===== config.mk =====
export PLATFORM = sky130hd
export DESIGN_NAME = dcil_change_irq
export DESIGN_NICKNAME = d
export VERILOG_FILES = /design/src/hdl/dcil_pkg.sv /design/src/hdl/dcil_change_irq.sv /design/src/hdl/dcil_in_sync.sv /design/src/hdl/dcil_source_gate.sv
export SDC_FILE = /design/constraint.sdc
export NUM_CORES = 1
export LEC_CHECK = 0
export ABC_CLOCK_PERIOD_IN_PS = 1900
export BUFFER_PORTS_ARGS = -buffer_cell sky130_fd_sc_hd__buf_2
export CAP_MARGIN = 20
export CORE_MARGIN = 3
export CORE_UTILIZATION = 35
export DETAILED_ROUTE_END_ITERATION = 8
export HOLD_SLACK_MARGIN = 0.03
export SLEW_MARGIN = 30
export SYNTH_ARGS = -nofsm -noshare
export SYNTH_HDL_FRONTEND = slang
export SYNTH_SLANG_ARGS = --single-unit

===== constraint.sdc =====
create_clock -name clk -period 1.9 [get_ports clk]
set_input_delay 0 -clock clk [delete_from_list [all_inputs] [get_ports clk]]
set_output_delay 0 -clock clk [all_outputs]
set_load 0.03 [all_outputs]

===== src/hdl/dcil_pkg.sv =====
// package: register map, reset values and carrier types of the input change interrupt block
package dcil_pkg;
	localparam int unsigned CHANNELS = 8;
	// register byte addresses (printed offsets 0x7 and 0x2a are indices)
	localparam logic [7:0] IDX_INPUT_STATE = 8'h07;
	localparam logic [7:0] IDX_POLARITY = 8'h2a;
	localparam logic [7:0] IDX_MASK = 8'h2b;
	localparam logic [7:0] IDX_EVT_STATUS = 8'h2c;
	localparam logic [7:0] IDX_EVT_MASK = 8'h2d;
	localparam logic [9:0] ADDR_INPUT_STATE = {IDX_INPUT_STATE, 2'b00};
	localparam logic [9:0] ADDR_POLARITY = {IDX_POLARITY, 2'b00};
	localparam logic [9:0] ADDR_MASK = {IDX_MASK, 2'b00};
	localparam logic [9:0] ADDR_EVT_STATUS = {IDX_EVT_STATUS, 2'b00};
	localparam logic [9:0] ADDR_EVT_MASK = {IDX_EVT_MASK, 2'b00};
	localparam logic [7:0] RST_POLARITY = 8'h00;
	localparam logic [7:0] RST_MASK = 8'h00;
	localparam logic [7:0] RST_EVT_MASK = 8'h00;
	localparam int unsigned SYNC_STAGES = 3;

	typedef struct packed {
		logic        psel;
		logic        penable;
		logic        pwrite;
		logic [11:0] paddr;
		logic [31:0] pwdata;
	} dcil_apb_req_type;

	typedef struct packed {
		logic [31:0] prdata;
		logic        pready;
		logic        pslverr;
	} dcil_apb_rsp_type;
endpackage


===== src/hdl/dcil_change_irq.sv =====
// module: input change interrupt controller top with apb register slave
//
// Contract
// - eight sources, one per input channel
// - per-source enable bit gates requests
// - polarity zero inverts input, one passes
// - single level request output, active low
// - low pulse once, held low repeats
// - equal priority sources merge to one request
// - software reads all source levels together
// - polarity at 0x2a, inputs at 7
//
// The APB interface to the registers was chosen for this implementation.
`timescale 1ns/1ps
`default_nettype none
module dcil_change_irq #(
	parameter int unsigned CHANNELS = dcil_pkg::CHANNELS
) (
	input  wire logic                      clk,
	input  wire logic                      rst_n,
	input  wire logic [CHANNELS-1:0]       inputPosLeg,
	input  wire logic [CHANNELS-1:0]       inputNegLeg,
	input  wire dcil_pkg::dcil_apb_req_type apbReq,
	output var  dcil_pkg::dcil_apb_rsp_type apbRsp,
	output var  logic                      interruptRequest_n,
	output var  logic                      eventIrq
);
	typedef struct packed {
		logic [7:0]       polarity;
		logic [7:0]       mask;
		logic [7:0]       evtStatus;
		logic [7:0]       evtMask;
		logic [7:0]       prevSource;
		logic             irqN;
		logic             evtIrq;
		dcil_pkg::dcil_apb_rsp_type rsp;
	} dcil_top_state_type;

	dcil_top_state_type st;
	dcil_top_state_type next_st;
	logic [CHANNELS-1:0] diffLevel;
	logic [CHANNELS-1:0] inputLevel;
	logic [CHANNELS-1:0] source;
	logic [CHANNELS-1:0] gated;
	logic [CHANNELS-1:0] rise;
	logic                access;
	logic                hit;
	logic [31:0]         rdata;

	initial begin
		if (CHANNELS != 8) $error("register layout serves exactly eight channels");
	end

	// differential pair: channel reads high when the positive leg leads
	assign diffLevel = inputPosLeg & ~inputNegLeg;

	dcil_in_sync #(
		.WIDTH (CHANNELS)
	) u_sync (
		.clk   (clk),
		.rst_n (rst_n),
		.async (diffLevel),
		.level (inputLevel)
	);

	dcil_source_gate #(
		.WIDTH (CHANNELS)
	) u_gate (
		.inputLevel (inputLevel),
		.polarity   (st.polarity),
		.enable     (st.mask),
		.source     (source),
		.gated      (gated)
	);

	// new source pulses raise sticky change events
	assign rise = gated & ~st.prevSource;
	assign access = apbReq.psel & apbReq.penable;

	function automatic logic [9:0] word_addr(input logic [11:0] a);
		return a[11:2];
	endfunction

	// read mux; unmapped words read zero and flag an error
	always_comb begin
		rdata = 32'h0000_0000;
		hit = 1'b1;
		unique case (word_addr(apbReq.paddr))
			dcil_pkg::ADDR_INPUT_STATE[9:0] >> 2: rdata = {24'h00_0000, inputLevel};
			dcil_pkg::ADDR_POLARITY >> 2: rdata = {24'h00_0000, st.polarity};
			dcil_pkg::ADDR_MASK >> 2: rdata = {24'h00_0000, st.mask};
			dcil_pkg::ADDR_EVT_STATUS >> 2: rdata = {24'h00_0000, st.evtStatus};
			dcil_pkg::ADDR_EVT_MASK >> 2: rdata = {24'h00_0000, st.evtMask};
			default: hit = 1'b0;
		endcase
	end

	// register file, event status and request output
	always_comb begin
		next_st = st;
		next_st.rsp.pready = 1'b0;
		next_st.rsp.pslverr = 1'b0;
		next_st.prevSource = gated;
		if (access && !st.rsp.pready) begin
			next_st.rsp.pready = 1'b1;
			next_st.rsp.pslverr = ~hit;
			next_st.rsp.prdata = apbReq.pwrite ? 32'h0000_0000 : rdata;
			if (apbReq.pwrite) begin
				unique case (word_addr(apbReq.paddr))
					dcil_pkg::ADDR_POLARITY >> 2: next_st.polarity = apbReq.pwdata[7:0];
					dcil_pkg::ADDR_MASK >> 2: next_st.mask = apbReq.pwdata[7:0];
					dcil_pkg::ADDR_EVT_MASK >> 2: next_st.evtMask = apbReq.pwdata[7:0];
					default: ;
				endcase
			end else if (word_addr(apbReq.paddr) == (dcil_pkg::ADDR_EVT_STATUS >> 2)) begin
				next_st.evtStatus = 8'h00; // read clears
			end
		end
		// set wins over the clear of the same cycle
		next_st.evtStatus = next_st.evtStatus | rise;
		// any enabled source drives the shared line: no priority, one request
		next_st.irqN = ~(|gated);
		next_st.evtIrq = |(next_st.evtStatus & st.evtMask);
	end

	always_ff @(posedge clk) begin
		if (!rst_n) begin
			st <= '0;
			st.polarity <= dcil_pkg::RST_POLARITY;
			st.mask <= dcil_pkg::RST_MASK;
			st.evtMask <= dcil_pkg::RST_EVT_MASK;
			st.irqN <= 1'b1;
		end else begin
			st <= next_st;
		end
	end

	assign apbRsp = st.rsp;
	assign interruptRequest_n = st.irqN;
	assign eventIrq = st.evtIrq;

	// request follows enabled sources one cycle later
	chk_request_level: assert property (@(posedge clk) disable iff (!rst_n)
		(|gated) |=> !interruptRequest_n) else $error("request not asserted");
	chk_request_idle: assert property (@(posedge clk) disable iff (!rst_n)
		!(|gated) |=> interruptRequest_n) else $error("request not released");
	chk_gate_off: assert property (@(posedge clk) disable iff (!rst_n)
		(st.mask == 8'h00) |=> interruptRequest_n) else $error("masked source requested");
	chk_polarity_invert: assert property (@(posedge clk) disable iff (!rst_n)
		(st.polarity[0] == 1'b0) |-> (source[0] == !inputLevel[0]))
		else $error("polarity zero not inverting");
	chk_merge_once: assert property (@(posedge clk) disable iff (!rst_n)
		$rose(&gated) && $past(gated) == 8'h00 |=> $fell(interruptRequest_n))
		else $error("merged request wrong");
	chk_held_low: assert property (@(posedge clk) disable iff (!rst_n)
		(|gated)[*3] |=> !interruptRequest_n) else $error("held request dropped");
	chk_input_read: assert property (@(posedge clk) disable iff (!rst_n)
		access && !apbReq.pwrite && !st.rsp.pready
		&& apbReq.paddr[11:2] == (dcil_pkg::ADDR_INPUT_STATE >> 2)
		|=> apbRsp.pready && apbRsp.prdata[7:0] == $past(inputLevel))
		else $error("input state read wrong");
	chk_pol_write: assert property (@(posedge clk) disable iff (!rst_n)
		access && apbReq.pwrite && !st.rsp.pready
		&& apbReq.paddr[11:2] == (dcil_pkg::ADDR_POLARITY >> 2)
		|=> st.polarity == $past(apbReq.pwdata[7:0])) else $error("polarity write lost");
	chk_sticky_event: assert property (@(posedge clk) disable iff (!rst_n)
		rise[0] |=> st.evtStatus[0]) else $error("event not captured");
	cov_request: cover property (@(posedge clk) disable iff (!rst_n) $fell(interruptRequest_n));
	cov_all_sources: cover property (@(posedge clk) disable iff (!rst_n) &gated);
	cov_event_irq: cover property (@(posedge clk) disable iff (!rst_n) $rose(eventIrq));
endmodule
`default_nettype wire


===== src/hdl/dcil_in_sync.sv =====
// module: three-stage synchroniser with agreement filter for the input legs
`timescale 1ns/1ps
`default_nettype none
module dcil_in_sync #(
	parameter int unsigned WIDTH = 8
) (
	input  wire logic             clk,
	input  wire logic             rst_n,
	input  wire logic [WIDTH-1:0] async,
	output var  logic [WIDTH-1:0] level
);
	typedef struct packed {
		logic [WIDTH-1:0] s1;
		logic [WIDTH-1:0] s2;
		logic [WIDTH-1:0] s3;
		logic [WIDTH-1:0] lvl;
	} dcil_sync_state_type;

	dcil_sync_state_type st;
	dcil_sync_state_type next_st;

	initial begin
		if (WIDTH < 1) $error("width must be positive");
	end

	// level moves only when stage two and three agree
	always_comb begin
		next_st = st;
		next_st.s1 = async;
		next_st.s2 = st.s1;
		next_st.s3 = st.s2;
		for (int i = 0; i < WIDTH; i++) begin
			if (st.s2[i] == st.s3[i]) next_st.lvl[i] = st.s3[i];
		end
	end

	always_ff @(posedge clk) begin
		if (!rst_n) st <= '0;
		else st <= next_st;
	end

	assign level = st.lvl;
endmodule
`default_nettype wire


===== src/hdl/dcil_source_gate.sv =====
// module: per-channel polarity select and enable gate forming the interrupt sources
`timescale 1ns/1ps
`default_nettype none
module dcil_source_gate #(
	parameter int unsigned WIDTH = 8
) (
	input  wire logic [WIDTH-1:0] inputLevel,
	input  wire logic [WIDTH-1:0] polarity,
	input  wire logic [WIDTH-1:0] enable,
	output var  logic [WIDTH-1:0] source,
	output var  logic [WIDTH-1:0] gated
);
	// one gate per channel
	for (genvar g = 0; g < WIDTH; g++) begin : gen_ch
		assign source[g] = polarity[g] ? inputLevel[g] : ~inputLevel[g];
		assign gated[g] = source[g] & enable[g];
	end
endmodule
`default_nettype wire


==> flow_metrics.env <==
export IMPL_cp_slowest_cell="nor4_4"
export IMPL_path_buf_inv=1
export IMPL_dr_total_vias=2739
export IMPL_layout_setup_ws_ns=0.218
export IMPL_rows=35
export IMPL_fin_crit_ns=1.68
export IMPL_critPathLaunchType="flop"
export IMPL_grt_usage_pct=14.7
export IMPL_cap_violations=0
export IMPL_stdcell_count=571
export IMPL_netlist_area_mm2=0.00352
export IMPL_n_antenna_cell=0
export IMPL_crit_chain="nand3b_1 > nor4_4 > nand3_2 > buf_4 > a21oi_1 > nor2_1"
export IMPL_netSwitchingFraction_pct=26.3
export IMPL_ys_ff_latch=84
export IMPL_cts_htree_levels=3
export IMPL_final_nets=503
export IMPL_combinationalPowerShare_pct=7.8
export IMPL_synth_edff_count=0
export IMPL_drive_gt1_share_pct=18.8
export IMPL_postPlaceCellArea_mm2=0.00378
export IMPL_die_w_um=106
export IMPL_p_sw_mw=0.832
export IMPL_max_slew_margin_pct=58.2
export IMPL_dieArea_mm2=0.0113
export IMPL_dp_hpwl_um=5780
export IMPL_via_per_inst=4.80
export IMPL_power_frac_clock_pct=36.1
export IMPL_cts_setup_buffers=0
export IMPL_numCtsBuffers=9
export IMPL_total_power_mw=3.17
export IMPL_outcome="complete, no violations"
export IMPL_antenna_found_initial=0
export IMPL_ys_types=40
export IMPL_io_buffers=50
export IMPL_irDropWorstVdd_uv=315
export IMPL_crit_path_end_kind="flop"
export IMPL_clk_latency_ns=0.36
export IMPL_synth_area_top_cells="dfxtp_1 (48%), buf_4 (7.2%), mux2i_1 (6.8%)"
export IMPL_worst_setup_path_type="flop to flop"
export IMPL_cts_sinks=84
export IMPL_p_seq_share_pct=56.1
export IMPL_initialDrtViolationCount=187
export IMPL_die_h_um=106
export IMPL_yosys_area_top_type="dfxtp_1"
export IMPL_syn_avg_cell_area_um2=9.60
export IMPL_wire_per_inst_um=14.0
export IMPL_path_delay_family="simple AND/OR/NAND/NOR gates"
export IMPL_yosys_area_top_type_share_pct=47.7
export IMPL_grt_pass1_vias=2693
export IMPL_grt_max_degree=43
export IMPL_dpl_cell_count=532
export IMPL_path_clk_slew_ns=0.09
export IMPL_syn_inst=367
export IMPL_fin_setup_tns_ns=0
export IMPL_slew_violations=0
export IMPL_leakagePower_nw=1.82
export IMPL_max_stage_delay_ns=0.34
export IMPL_rsz0062_at_grt="false"
export IMPL_synth_top_flop_cell="dfxtp_1"
export IMPL_cp_required_ns=2.13
export IMPL_fin_skew_ns=0.00839
export IMPL_yosysWarnings=0
export IMPL_mostFrequentLayoutCell="dfxtp_1"
export IMPL_worstMarginPinSlew_ns=0.624
export IMPL_synthToLayoutAreaGrowth_pct=19.3
export IMPL_arrival_ns=1.91
export IMPL_start_util_pct=37.1
export IMPL_gp_congestion=0.855
export IMPL_fmax_ghz=0.595
export IMPL_hold_violations=0
export IMPL_clock_tree_buffer_depth=2
export IMPL_gr_total_overflow=0
export IMPL_final_util_pct=44.2
export IMPL_grt_pass1_wl_um=13000
export IMPL_async_flop_share_pct=0
export IMPL_min_path_type="input port to flop"
export IMPL_synth_seq_area_share_pct=47.7
export IMPL_setup_viol=0
export IMPL_cp_max_fo=5
export IMPL_drt_total_wl_um=7980
export IMPL_cts_root_buffer="clkbuf_8"
export IMPL_io_pins=101
export IMPL_power_density_mw_per_mm2=754
export IMPL_dpl_worst_slack_ns=0.144
export IMPL_cts_tree="built"
export IMPL_period_share_pct=88.5
export IMPL_first_pass_iters=5
export IMPL_stdcell_area_mm2=0.00420
export IMPL_drc=0
export IMPL_final_cell_mix="dfxtp_1 (84), nor2_1 (55), buf_2 (50)"
export IMPL_p_int_mw=2.34
export IMPL_whs_ns=0.0260
export IMPL_drtAntennaViolNets=0
export IMPL_coreArea_mm2=0.00950
## cell type report
cell class,instances,area (um2)
Timing Repair Buffer,82,551
Inverter,2,7.51
Tap cell,129,161
Sequential cell,84,1680
Fill cell,948,5300
Multi-Input combinational cell,259,1630
Clock inverter,6,48.8
Clock buffer,9,124
## logic make-up after synthesis
kind of cell	share of synthesized area (%)
XOR/XNOR	1.99
other	0.106
multiplexers	7.46
AO/OA/AOI/OAI	13.5
flip-flops	47.7
AND/OR/NAND/NOR	20.5
buffers and inverters	8.70
## timing repair
item                       in CTS  in global routing
hold buffers                   24                  0
setup endpoints to repair       0                  5
hold endpoints to repair       32                  0
resized for setup               0                  1
## registers in the layout (all words and copies together) (netlist names)
signal              cells
apbRsp                 10
eventIrq                1
interruptRequest_n      1
st                     40
u_sync.level            8
u_sync.next_st         16
u_sync.st               8
## power by group through the flow
stage | registers (mW) | logic (mW) | clock network, mW
floorplan | 1.82 | 0.172 | 0
global placement | 1.82 | 0.207 | 0
detailed placement | 1.82 | 0.211 | 0
CTS | 1.78 | 0.245 | 1.17
global route | 1.78 | 0.268 | 1.26
finish | 1.78 | 0.247 | 1.14
## cell usage after synthesis (3+ instances only)
cell / n
xnor2_1: 8
mux2i_1: 24
a22oi_1: 12
nor2_1: 55
o21ai_0: 10
a222oi_1: 7
clkbuf_1: 8
buf_4: 34
a22o_1: 14
nand4_1: 3
a21oi_1: 16
nand2_1: 33
dfxtp_1: 84
nor3b_1: 13
nand4_4: 3
and2_1: 16
## path summary, 6_finish.rpt
check / start / end / slack (ns) / depth (start not counted)
max reg2reg: apbRsp[1] / st[55] / 0.22 / 6
min reg2reg: u_sync.next_st[22] / u_sync.next_st[14] / 0.44 / 1
max: apbRsp[1] / st[55] / 0.22 / 6
min: rst_n / interruptRequest_n / 0.03 / 2
## routing by layer
metal,wire (um),vias to the layer above,GRT usage [%]
met1,3740,1267,18.8
met3,429,12,3.46
met2,3640,85,23.3
li1,-,1375,-
met4,167,0,6.85
met5,0,-,0
No activity file was read; power rests on OpenSTA's default activity.
